### src/logic/cond_ops_regs.svh
// Purpose: constants for the condition evaluator and operation unit
// Assumes: 32-bit datapath, byte-addressed stack
// Notes:   encodings of the condition field and stack step sizes
`ifndef COND_OPS_REGS_SVH
`define COND_OPS_REGS_SVH
// ----------------------------------------
// condition encodings
// ----------------------------------------
`define COND_ALWAYS        4'h0
`define COND_NEVER         4'h1
`define COND_HIGHER        4'h2
`define COND_LOW_OR_SAME   4'h3
`define COND_CARRY_CLEAR   4'h4
`define COND_CARRY_SET     4'h5
`define COND_NOT_EQUAL     4'h6
`define COND_EQUAL         4'h7
`define COND_OVF_CLEAR     4'h8
`define COND_OVF_SET       4'h9
`define COND_PLUS          4'hA
`define COND_MINUS         4'hB
`define COND_GE            4'hC
`define COND_LT            4'hD
`define COND_GT            4'hE
`define COND_LE            4'hF
// ----------------------------------------
// stack steps in bytes
// ----------------------------------------
`define STEP_LONG          32'h0000_0004
`define STEP_WORD          32'h0000_0002
`endif

### src/logic/cond_ops_pkg.sv
// Purpose: types shared by the operation unit
// Assumes: nothing
// Notes:   operation selector values
package cond_ops_pkg;
  typedef enum logic [4:0] {
    OP_NONE, OP_COND_BRANCH, OP_CALL_BRANCH, OP_ADD_PLAIN, OP_ADD_ADDR,
    OP_ADD_IMM, OP_ADD_QUICK, OP_ADD_EXTEND, OP_BCD_ADD, OP_AND,
    OP_BIT_TEST, OP_BIT_SET, OP_BIT_CLEAR, OP_BIT_CHANGE,
    OP_FIELD_SET, OP_FIELD_CLEAR, OP_FIELD_CHANGE, OP_FIELD_INSERT,
    OP_FIELD_EXTRACT_SIGNED, OP_FIELD_EXTRACT_UNSIGNED, OP_FIELD_FIND_ONE,
    OP_TRAP, OP_BREAK_INSN, OP_HALT_WAIT
  } op_t;
  typedef enum logic [2:0] {
    ST_RUN, ST_PUSH_FMT, ST_PUSH_PC, ST_PUSH_SR, ST_LOAD_VEC, ST_BRK_ACK, ST_HALT
  } state_t;
endpackage

### src/logic/cond_eval.sv
// Purpose: combinational condition test over the flags
// Assumes: flags are valid in the same cycle
// Notes:   no state
`timescale 1ns/1ps
`include "cond_ops_regs.svh"
module cond_eval (
  input  wire logic [3:0] cond,
  input  wire logic       negative_flag,
  input  wire logic       zero_flag,
  input  wire logic       overflow_flag,
  input  wire logic       carry_flag,
  output logic            cond_true
);
  // ----------------------------------------
  // sixteen-way selection
  // ----------------------------------------
  always_comb
  begin
    case (cond)
      `COND_ALWAYS:      cond_true = 1'b1;
      `COND_NEVER:       cond_true = 1'b0;
      `COND_HIGHER:      cond_true = ~carry_flag & ~zero_flag;
      `COND_LOW_OR_SAME: cond_true = carry_flag | zero_flag;
      `COND_CARRY_CLEAR: cond_true = ~carry_flag;
      `COND_CARRY_SET:   cond_true = carry_flag;
      `COND_NOT_EQUAL:   cond_true = ~zero_flag;
      `COND_EQUAL:       cond_true = zero_flag;
      `COND_OVF_CLEAR:   cond_true = ~overflow_flag;
      `COND_OVF_SET:     cond_true = overflow_flag;
      `COND_PLUS:        cond_true = ~negative_flag;
      `COND_MINUS:       cond_true = negative_flag;
      `COND_GE:          cond_true = ~(negative_flag ^ overflow_flag);
      `COND_LT:          cond_true = negative_flag ^ overflow_flag;
      `COND_GT:          cond_true = ~(negative_flag ^ overflow_flag) & ~zero_flag;
      default:           cond_true = zero_flag | (negative_flag ^ overflow_flag);
    endcase
  end
endmodule

### src/logic/cond_ops.sv
// Purpose: condition test and an early group of operation semantics
// Assumes: one operation per start pulse; memory writes are accepted at once
// Notes:   trap and breakpoint sequences take several cycles
`timescale 1ns/1ps
`include "cond_ops_regs.svh"
// Overview of operation
// - condition is formula over present flags
// - code 0000 always true, 0001 false
// - equal follows zero, not-equal its complement
// - low-or-same carry or zero; higher neither
// - carry clear and carry set tests
// - overflow clear and overflow set tests
// - plus and minus follow negative flag
// - ge when n equals v; lt otherwise
// - branch rejects always and never codes
// - true branch adds displacement, else nothing
// - call pushes pc, sp minus four
// - extended and decimal add include extend
// - trap pushes format, pc, status, loads vector
// - halt stops until an interrupt
// - bit ops load zero from bit complement
// - field set, clear, change, insert
// - field extract signed or unsigned
// - find-first-one writes bit offset
// - breakpoint acknowledges then illegal trap
// - immediate, plain and address adds
// - negative from msb, zero when all zero
module cond_ops #(
  parameter int W = 32
) (
  input  wire logic                clk,
  input  wire logic                resetn,
  input  wire logic                start,
  input  wire cond_ops_pkg::op_t   op,
  input  wire logic [3:0]          cond,
  input  wire logic [W-1:0]        src,
  input  wire logic [W-1:0]        dst,
  input  wire logic [W-1:0]        disp,
  input  wire logic [4:0]          bit_num,
  input  wire logic [4:0]          fld_offset,
  input  wire logic [5:0]          fld_width,
  input  wire logic [W-1:0]        vector_pc,
  input  wire logic [15:0]         format_word,
  input  wire logic [15:0]         status_word,
  input  wire logic                interrupt_req,
  input  wire logic                negative_flag,
  input  wire logic                zero_flag,
  input  wire logic                overflow_flag,
  input  wire logic                carry_flag,
  input  wire logic                extend_flag,
  output logic                     cond_true,
  output logic [W-1:0]             pc_reg,
  output logic [W-1:0]             sp_reg,
  output logic [W-1:0]             result_reg,
  output logic                     result_valid_reg,
  output logic                     res_negative_reg,
  output logic                     res_zero_reg,
  output logic                     res_carry_reg,
  output logic                     illegal_reg,
  output logic                     mem_write_reg,
  output logic [W-1:0]             mem_addr_reg,
  output logic [W-1:0]             mem_data_reg,
  output logic                     brk_ack_reg,
  output logic                     busy,
  output logic                     halted
);
  // ----------------------------------------
  // condition evaluator
  // ----------------------------------------
  cond_eval u_eval (
    .cond          (cond),
    .negative_flag (negative_flag),
    .zero_flag     (zero_flag),
    .overflow_flag (overflow_flag),
    .carry_flag    (carry_flag),
    .cond_true     (cond_true)
  );

  cond_ops_pkg::state_t state_reg;
  logic [W-1:0]         fmask;
  logic [W-1:0]         fdata;
  logic [W-1:0]         res_next;
  logic                 carry_next;
  logic [W:0]           sum;
  logic [W-1:0]         bcd;
  logic                 bcd_c;
  logic                 branch_ok;
  logic [5:0]           ffo;
  logic [5:0]           wid;

  assign busy   = (state_reg != cond_ops_pkg::ST_RUN);
  assign halted = (state_reg == cond_ops_pkg::ST_HALT);
  // width 0 means 32 bits
  assign wid    = (fld_width == 6'h00) ? 6'h20 : fld_width;
  // ----------------------------------------
  // field mask, offset from msb
  // ----------------------------------------
  always_comb
  begin
    fmask = '0;
    for (int i = 0; i < W; i++)
    begin
      if ((i < W - int'(fld_offset)) && (i >= W - int'(fld_offset) - int'(wid)))
        fmask[i] = 1'b1;
    end
  end
  // extract and scan read the source operand, not the destination
  assign fdata = (src & fmask) >> (W - int'(fld_offset) - int'(wid) < 0 ? 0
               : W - int'(fld_offset) - int'(wid));
  // ----------------------------------------
  // find first one, scans from msb of field
  // ----------------------------------------
  always_comb
  begin
    ffo = 6'(fld_offset) + wid;
    for (int i = 0; i < W; i++)
    begin
      if (fmask[i] && src[i])
        ffo = 6'(W - 1 - i);
    end
  end
  // ----------------------------------------
  // decimal add, digit by digit
  // ----------------------------------------
  always_comb
  begin
    logic [4:0] d;
    logic       c;
    d   = 5'h00;
    c   = extend_flag;
    bcd = '0;
    for (int k = 0; k < 2; k++)
    begin
      d = 5'(src[k*4 +: 4]) + 5'(dst[k*4 +: 4]) + 5'(c);
      if (d > 5'h09)
        d = d + 5'h06;
      bcd[k*4 +: 4] = d[3:0];
      c = d[4];
    end
    bcd_c = c;
  end
  // ----------------------------------------
  // result select
  // ----------------------------------------
  always_comb
  begin
    sum        = '0;
    carry_next = 1'b0;
    res_next   = dst;
    case (op)
      cond_ops_pkg::OP_ADD_PLAIN, cond_ops_pkg::OP_ADD_ADDR,
      cond_ops_pkg::OP_ADD_IMM, cond_ops_pkg::OP_ADD_QUICK:
      begin
        sum        = {1'b0, src} + {1'b0, dst};
        res_next   = sum[W-1:0];
        carry_next = sum[W];
      end
      cond_ops_pkg::OP_ADD_EXTEND:
      begin
        sum        = {1'b0, src} + {1'b0, dst} + (W+1)'(extend_flag);
        res_next   = sum[W-1:0];
        carry_next = sum[W];
      end
      cond_ops_pkg::OP_BCD_ADD:
      begin
        res_next   = {dst[W-1:8], bcd[7:0]};
        carry_next = bcd_c;
      end
      cond_ops_pkg::OP_AND:           res_next = src & dst;
      cond_ops_pkg::OP_BIT_SET:       res_next = dst | (32'h0000_0001 << bit_num);
      cond_ops_pkg::OP_BIT_CLEAR:     res_next = dst & ~(32'h0000_0001 << bit_num);
      cond_ops_pkg::OP_BIT_CHANGE:    res_next = dst ^ (32'h0000_0001 << bit_num);
      cond_ops_pkg::OP_FIELD_SET:     res_next = dst | fmask;
      cond_ops_pkg::OP_FIELD_CLEAR:   res_next = dst & ~fmask;
      cond_ops_pkg::OP_FIELD_CHANGE:  res_next = dst ^ fmask;
      cond_ops_pkg::OP_FIELD_INSERT:
        res_next = (dst & ~fmask) | ((src << (W - int'(fld_offset) - int'(wid))) & fmask);
      cond_ops_pkg::OP_FIELD_EXTRACT_UNSIGNED: res_next = fdata;
      cond_ops_pkg::OP_FIELD_EXTRACT_SIGNED:
        res_next = W'($signed(fdata << (W - int'(wid))) >>> (W - int'(wid)));
      cond_ops_pkg::OP_FIELD_FIND_ONE: res_next = W'(ffo);
      default:                        res_next = dst;
    endcase
  end

  // always and never are not branch conditions
  assign branch_ok = cond_true && (cond != `COND_ALWAYS) && (cond != `COND_NEVER);
  // ----------------------------------------
  // results and flags
  // ----------------------------------------
  always_ff @(posedge clk or negedge resetn)
  begin
    if (!resetn)
    begin
      result_reg       <= '0;
      result_valid_reg <= 1'b0;
      res_negative_reg <= 1'b0;
      res_zero_reg     <= 1'b0;
      res_carry_reg    <= 1'b0;
    end
    else
    begin
      result_valid_reg <= 1'b0;
      if (start && !busy && op != cond_ops_pkg::OP_NONE && op < cond_ops_pkg::OP_TRAP
          && op != cond_ops_pkg::OP_COND_BRANCH && op != cond_ops_pkg::OP_CALL_BRANCH)
      begin
        result_reg       <= res_next;
        result_valid_reg <= 1'b1;
        res_carry_reg    <= carry_next;
        res_negative_reg <= res_next[W-1];
        res_zero_reg     <= (res_next == '0);
        if (op >= cond_ops_pkg::OP_BIT_TEST && op <= cond_ops_pkg::OP_BIT_CHANGE)
          res_zero_reg <= ~dst[bit_num];
      end
    end
  end
  // ----------------------------------------
  // program flow and stack sequence
  // ----------------------------------------
  always_ff @(posedge clk or negedge resetn)
  begin
    if (!resetn)
    begin
      state_reg     <= cond_ops_pkg::ST_RUN;
      pc_reg        <= '0;
      sp_reg        <= '0;
      illegal_reg   <= 1'b0;
      mem_write_reg <= 1'b0;
      mem_addr_reg  <= '0;
      mem_data_reg  <= '0;
      brk_ack_reg   <= 1'b0;
    end
    else
    begin
      mem_write_reg <= 1'b0;
      brk_ack_reg   <= 1'b0;
      case (state_reg)
        cond_ops_pkg::ST_RUN:
          if (start)
          begin
            illegal_reg <= 1'b0;
            case (op)
              cond_ops_pkg::OP_COND_BRANCH:
                if (branch_ok)
                  pc_reg <= pc_reg + disp;
              cond_ops_pkg::OP_CALL_BRANCH:
              begin
                sp_reg        <= sp_reg - `STEP_LONG;
                mem_addr_reg  <= sp_reg - `STEP_LONG;
                mem_data_reg  <= pc_reg;
                mem_write_reg <= 1'b1;
                pc_reg        <= pc_reg + disp;
              end
              cond_ops_pkg::OP_TRAP:       state_reg <= cond_ops_pkg::ST_PUSH_FMT;
              cond_ops_pkg::OP_BREAK_INSN:
              begin
                brk_ack_reg <= 1'b1;
                state_reg   <= cond_ops_pkg::ST_BRK_ACK;
              end
              cond_ops_pkg::OP_HALT_WAIT:  state_reg <= cond_ops_pkg::ST_HALT;
              default:                     state_reg <= cond_ops_pkg::ST_RUN;
            endcase
          end
        cond_ops_pkg::ST_BRK_ACK:
        begin
          illegal_reg <= 1'b1;
          state_reg   <= cond_ops_pkg::ST_PUSH_FMT;
        end
        cond_ops_pkg::ST_PUSH_FMT:
        begin
          mem_addr_reg  <= sp_reg;
          mem_data_reg  <= W'(format_word);
          mem_write_reg <= 1'b1;
          sp_reg        <= sp_reg - `STEP_WORD;
          state_reg     <= cond_ops_pkg::ST_PUSH_PC;
        end
        cond_ops_pkg::ST_PUSH_PC:
        begin
          mem_addr_reg  <= sp_reg;
          mem_data_reg  <= pc_reg;
          mem_write_reg <= 1'b1;
          sp_reg        <= sp_reg - `STEP_LONG;
          state_reg     <= cond_ops_pkg::ST_PUSH_SR;
        end
        cond_ops_pkg::ST_PUSH_SR:
        begin
          mem_addr_reg  <= sp_reg;
          mem_data_reg  <= W'(status_word);
          mem_write_reg <= 1'b1;
          sp_reg        <= sp_reg - `STEP_WORD;
          state_reg     <= cond_ops_pkg::ST_LOAD_VEC;
        end
        cond_ops_pkg::ST_LOAD_VEC:
        begin
          pc_reg    <= vector_pc;
          state_reg <= cond_ops_pkg::ST_RUN;
        end
        cond_ops_pkg::ST_HALT:
          // only an interrupt leaves the stopped state
          if (interrupt_req)
            state_reg <= cond_ops_pkg::ST_RUN;
        default: state_reg <= cond_ops_pkg::ST_RUN;
      endcase
    end
  end
  // ----------------------------------------
  // checks
  // ----------------------------------------
  a_branch_taken: assert property (@(posedge clk) disable iff (!resetn)
    start && !busy && op == cond_ops_pkg::OP_COND_BRANCH && branch_ok
    |=> pc_reg == $past(pc_reg) + $past(disp)) else $error("branch pc wrong");
  a_branch_not: assert property (@(posedge clk) disable iff (!resetn)
    start && !busy && op == cond_ops_pkg::OP_COND_BRANCH && !branch_ok
    |=> $stable(pc_reg)) else $error("untaken branch moved pc");
  a_branch_never: assert property (@(posedge clk) disable iff (!resetn)
    cond == `COND_ALWAYS |-> !branch_ok) else $error("always code branched");
  a_call_push: assert property (@(posedge clk) disable iff (!resetn)
    start && !busy && op == cond_ops_pkg::OP_CALL_BRANCH
    |=> sp_reg == $past(sp_reg) - `STEP_LONG && mem_write_reg && mem_data_reg == $past(pc_reg))
    else $error("call push wrong");
  a_trap_stack: assert property (@(posedge clk) disable iff (!resetn)
    start && !busy && op == cond_ops_pkg::OP_TRAP
    |-> ##4 sp_reg == $past(sp_reg, 4) - 32'h0000_0008 ##1 pc_reg == $past(vector_pc))
    else $error("trap stacking wrong");
  a_halt_hold: assert property (@(posedge clk) disable iff (!resetn)
    halted && !interrupt_req |=> halted) else $error("left halt early");
  a_bit_zero: assert property (@(posedge clk) disable iff (!resetn)
    start && !busy && op == cond_ops_pkg::OP_BIT_TEST
    |=> res_zero_reg == ((($past(dst) >> $past(bit_num)) & W'(1)) == '0)
        && result_reg == $past(dst))
    else $error("bit test wrong");
  a_zero_flag: assert property (@(posedge clk) disable iff (!resetn)
    result_valid_reg && op != cond_ops_pkg::OP_BIT_TEST && $past(op) == cond_ops_pkg::OP_AND
    |-> res_zero_reg == (result_reg == '0) && res_negative_reg == result_reg[W-1])
    else $error("result flags wrong");
  a_cond_eq: assert property (@(posedge clk) disable iff (!resetn)
    cond == `COND_EQUAL |-> cond_true == zero_flag) else $error("equal test wrong");
  a_cond_ne: assert property (@(posedge clk) disable iff (!resetn)
    cond == `COND_NOT_EQUAL |-> cond_true == !zero_flag) else $error("not-equal test wrong");
  a_brk_order: assert property (@(posedge clk) disable iff (!resetn)
    brk_ack_reg |=> illegal_reg ##1 mem_write_reg) else $error("breakpoint order");
endmodule

### config.mk
export PLATFORM = sky130hd
export DESIGN_NAME = cond_ops
export DESIGN_NICKNAME = d
export VERILOG_FILES = /design/src/logic/cond_ops_pkg.sv /design/src/logic/cond_eval.sv /design/src/logic/cond_ops.sv
export VERILOG_INCLUDE_DIRS = /design/src /design/src/logic
export SDC_FILE = /design/constraint.sdc
export NUM_CORES = 1
export LEC_CHECK = 0
export BUFFER_PORTS_ARGS = -buffer_cell sky130_fd_sc_hd__buf_2
export CORE_AREA = 5 5 338 340
export CTS_BUF_LIST = sky130_fd_sc_hd__clkbuf_16
export DETAILED_ROUTE_END_ITERATION = 16
export DIE_AREA = 0 0 343 345
export MAX_ROUTING_LAYER = met4
export PLACE_DENSITY_LB_ADDON = 0.25
export SKIP_CTS_REPAIR_TIMING = 1
export SLEW_MARGIN = 15
export SYNTH_ARGS = -nofsm -noshare
export SYNTH_HDL_FRONTEND = slang
export SYNTH_SLANG_ARGS = --single-unit
export TNS_END_PERCENT = 10
### constraint.sdc
create_clock -name clk -period 8.9 [get_ports clk]
set_clock_uncertainty 0.05 [all_clocks]
set_input_delay 1.78 -clock clk [delete_from_list [all_inputs] [get_ports clk]]
set_output_delay 1.78 -clock clk [all_outputs]
set_load 0.02 [all_outputs]
After elaboration in Yosys (flattened, before gate mapping):

Index checks and enable logic that the tools add are counted.

* bits in registers: 170
* bits of input ports: 194

* $add $sub $neg: 15
* order comparisons: 71
* equal/unequal tests: 51
* shift-type cells: 5
* multiplexer cells: 98
* bitwise logic cells: 23
* reduce and logical (&&, ||, !) cells: 95

Operators by type and width (count)
* greater-or-equal comparator 6 x 32 -> 1 bit, first input constant: 16
* case mux 32 bit (14 select lines): 1
* greater-or-equal comparator 5 x 32 -> 1 bit, first input constant: 8
* 2-to-1 mux 32 bit: 7
* 2-to-1 mux 6 bit: 33
* case mux 32 bit (2 select lines): 3
* bitwise AND 32 bit: 5
* greater-or-equal comparator 4 x 32 -> 1 bit, first input constant: 4
* case mux 32 bit (4 select lines): 1
* less-than comparator 6 x 7 -> 1 bit, first input constant: 16
* bitwise OR 32 bit: 3
* case mux 32 bit (3 select lines): 1
* logical AND 1 bit: 72
* greater-or-equal comparator 3 x 32 -> 1 bit, first input constant: 2
* NOT 32 bit: 2
* << shifter 32 x 32 -> 32 bit: 2
* bitwise XOR 32 bit: 2
* less-than comparator 5 x 7 -> 1 bit, first input constant: 8
* 2-to-1 mux 1 bit: 41
* == test 5 bit, second input constant: 8
* == test 5 x 4 -> 1 bit, second input constant: 7
* adder 32 x 32 -> 33 bit: 1
* adder 33 x 1 -> 33 bit: 1
* adder 32 bit: 1
* other kinds (68): 113

Logic depth before layout (Yosys ltp):

* depth in word-level cells: 42
* mapped depth: 36
* gate-level depth less buffers: 29

Hierarchy:

From an unflattened synthesis, not the netlist that was laid out.

* cells, all modules: 3984
* area, all modules: 27446.3 sq um

By module, submodules not included
* cond_ops: times used 1, cells an instance 3955, area an instance 27262.4 sq um, sequential area each 4179.0 sq um
* cond_eval: times used 1, cells an instance 29, area an instance 183.9 sq um, sequential area each 0.0 sq um

Worst setup path after synthesis:

No wires, ideal clock.

* path kind: input port to flip-flop
* from: input fld_width[3]
* to: register res_zero_reg
* library setup time: 0.076 ns
* data arrival time: 9.037 ns
* slack: -0.264 ns
* cell stages on the path: 32
* path buffers: 6
* path through: clkbuf_1 -> nor2_1 -> nand3_1 -> o21ai_1 -> inv_2 -> buf_1 -> clkbuf_1 -> clkbuf_1 -> ha_1 -> fa_1 -> clkbuf_1 -> or2_2 -> clkbuf_1 -> nor2_1 -> or4b_1 -> a21oi_1 -> a221oi_1 -> a32oi_2 -> a22oi_1 -> nand3_1 -> o21ai_2 -> a221oi_2 -> o2111ai_2 -> o32ai_2 -> a22o_1 -> a222oi_1 -> a222oi_1 -> o31ai_2 -> o2111ai_1 -> or4b_1 -> or4_1 -> o21ai_1

* cells in the longest elaborated chain, start to end: 42

RTL lines
* start, declared: line cond_ops.sv:41 `input wire logic [5:0] fld_width,`
* zero test 6 bit: line cond_ops.sv:94 `assign wid = (fld_width == 6'h00) ? 6'h20 : fld_width;`
* 2-to-1 mux 6 bit *: line cond_ops.sv:94
* subtractor 7 x 7 -> 8 bit
* greater-or-equal comparator 1 x 32 -> 1 bit: line cond_ops.sv:103 `if ((i < W - int'(fld_offset)) && (i >= W - int'(fld_offset) - int'(wid)))`
* logical AND 1 bit: line cond_ops.sv:103
* 2-to-1 mux 1 bit: line cond_ops.sv:103
* logical AND 1 bit: line cond_ops.sv:118 `if (fmask[i] && src[i])`
* 2-to-1 mux 6 bit (32 in series): line cond_ops.sv:118
* case mux 32 bit (14 select lines) *: line cond_ops.sv:150 `case (op)`
* zero test 32 bit *: line cond_ops.sv:211 `res_zero_reg <= (res_next == '0);`
* 2-to-1 mux 1 bit *: line cond_ops.sv:212 `if (op >= cond_ops_pkg::OP_BIT_TEST && op <= cond_ops_pkg::OP_BIT_CHANGE)`
* end signal, assigned: line cond_ops.sv:211
* end signal, assigned: line cond_ops.sv:213 `res_zero_reg <= ~dst[bit_num];`
* end, declared: line cond_ops.sv:57 `output logic res_zero_reg,`

Mark *: on every way between the ends. The rest lies on a longest branch, timed or not.
A chain may end at the register's enable or synchronous reset.

Final worst setup path:

* from: input fld_width[0]
* to: register res_zero_reg

The elaborated chain is that of the path after synthesis.

==> results.yml <==
synth:
  synth_top_area_share_pct: 15.2
  ys_seq_area_share_pct: 15.2
  async_flop_share_pct: 100
  netlist-cell-type-count: 122
  yosysMostFrequentCell: "nand2_1"
  yosys_warnings: 0
  postSynthAreaPerCell_sq_um: 6.79
  synth_area_leader_cell: "dfrtp_1"
  synth.area.top_cells: "dfrtp_1 15%, nand2_1 7.8%, o21ai_0 6.5%, a21oi_1 6.5%, nor2_1 5.5%"
  syn_inst: 4055
  yosys-top-cells-count: "575 x nand2_1, 401 x nor2_1, 360 x o21ai_0, 358 x a21oi_1, 189 x clkbuf_1"
  synth_area_sq_um: 27500
  ys_ff_latch: 167
  synthFlopType: "dfrtp_1"
  synth_edf_count: 0
sta:
  tightestPinTransition_ps: 1290
  fin_tns_setup_ps: 0
  whs_ps: 411
  finalHoldViolations: 0
  drv_slew: 0
  period_share_pct: 97.3
  relSlewSlack_pct: 13.4
  fin_crit_ps: 8660
  max_freq_ghz: 0.115
  setup-violations-final: 0
cells_and_area:
  final_core_util_pct: 33.8
  fillers: 12300
  drive_gt1_share_pct: 28.6
  area_delta_synth_final_pct: 36.5
  fin_area_sq_um: 37600
  layout.nets: 5282
  final_cells: 6519
power_and_ir_drop:
  ir_worst_vdd_mv: 0.147
  p_leak_uw: 0.0162
  p_per_area_nw_per_um2: 215
route:
  ant_nets: 0
  drc_errors: 0
  routedWlPerCell_um: 30.2
  drt_iter0_markers: 5160
  firstDrtPassIters: 6
  viasPerCell: 5.96
  wl_mm: 197
  vias: 38800
global_route:
  antenna_found_initial: 16
  grt_overflow_total: 0
  grt_first_pass_wirelength_mm: 275
  grt_max_degree: 99
  grt_pass1_vias: 36000
  grt_usage_pct: 32.4
die:
  core_area_sq_um: 111000
  die-area_sq_um: 118000
  initial_core_util_pct: 24.7
  die_h_um: 345
  rows: 123
  dieWidth_um: 343
  ios: 364
placed_design:
  dp_cells: 6471
  placed_cell_area_sq_um: 36600
  dp_hpwl_mm: 163
  port_buffers: 361
  place_congestion: 1.06
worst_setup_path:
  cp.required_ps: 9240
  slowest_delay_ps: 560
  critPathKind: "in2reg"
  crit_path_end_kind: "register"
  worst_path_most_repeated_cell: "buf_4"
  cp_slowest_cell: "or4b_1"
  path_max_fanout: 10
  crit_arrival_ps: 9000
  worstSetupStartpointType: "input port"
cts:
  clk_pin_slew_ps: 80
  clock_latency_ps: 460
  cts_max_level: 4
  root_buffer: "clkbuf_16"
  cts_made_buffers: 17
  clock-sinks: 167
  clk_path_buf_depth: 2
  cts_tree: "yes"
job:
  cap_violations: 0
worst_hold_path:
  worstHoldPathType: "reg2reg"
outcome:
  status: "complete, no violations"
-- stage by stage --
stage | setup slack (ps) | power, uW
global placement | -408 | 7090
detailed placement | -353 | 7090
global route | -37.8 | 8510
CTS | 107 | 7920
floorplan | 38.7 | 4490
finish | 240 | 8060
-- area by class of cell --
cell class                 instances  area, sq um  area share (%)
clock buffer                      17          425            1.13
tap                             1500         1880            4.99
sequential                       167         4180            11.1
antenna                           12         30.0          0.0799
multi-input combinational       3542        22500            59.8
inverter                          75          282           0.749
clock inverter                    15          205           0.546
timing repair buffer            1191         8130            21.6
-- worst max-delay path: cells and delay by family --
kind | cells | cell delay [ps]
AND/OR/NAND/NOR | 6 | 1740
AO/OA/AOI/OAI | 15 | 3130
XOR/XNOR | 1 | 300
adder cells (fa/ha/maj) | 3 | 760
buffers and inverters | 9 | 1260
-- where the power goes --
part           total [uW]  switching [uW]  internal, uW  leakage (uW)
registers            1480             382          1100       0.00210
clock network         810             378           432      0.000309
logic                5780            3690          2080        0.0138
total                8060            4450          3610        0.0162
-- metal layers --
| metal | up-vias | wire, um | global-route usage, % |
|---|---|---|---|
| li1 | 17200 | - | - |
| met5 | - | 0 | - |
| met4 | 0 | 8650 | 11.1 |
| met3 | 391 | 18000 | 4.87 |
| met1 | 18900 | 85800 | 45.2 |
| met2 | 2284 | 84200 | 47.7 |
-- cell usage in the layout (no fill, tap or decap), types with 86 or more instances in the layout --
cell type  instances
xnor2_1           92
nand3_1          168
nor3_1           142
buf_4            822
a31oi_1           86
dfrtp_1          167
nor2_1           396
nand2_1          574
a21oi_1          353
o21ai_0          356
buf_2            360
-- path summary, 6_finish.rpt --
check | start | to | slack [ps] | cells after the start
max | fld_width[0] | res_zero_reg | 240 | 34
min | mem_data_reg[28] | mem_data_reg[28] | 410 | 2
max reg2reg | pc_reg[1] | pc_reg[30] | 3380 | 22
min reg2reg | mem_data_reg[28] | mem_data_reg[28] | 410 | 2
max in group asynchronous | resetn | pc_reg[8] | 5930 | 2
min in group asynchronous | resetn | mem_data_reg[8] | 1360 | 1
-- kinds of logic after synthesis --
family	count (synthesis)	share of synthesized area [%]
fa+ha+maj	94	4.49
simple gates	1597	26.5
buf+inv	347	5.08
other cells	1	0.0136
flops	167	15.2
xor+xnor	178	5.88
compound gates	1558	37.5
mux	113	5.32
No activity file was read; power rests on OpenSTA's default activity.
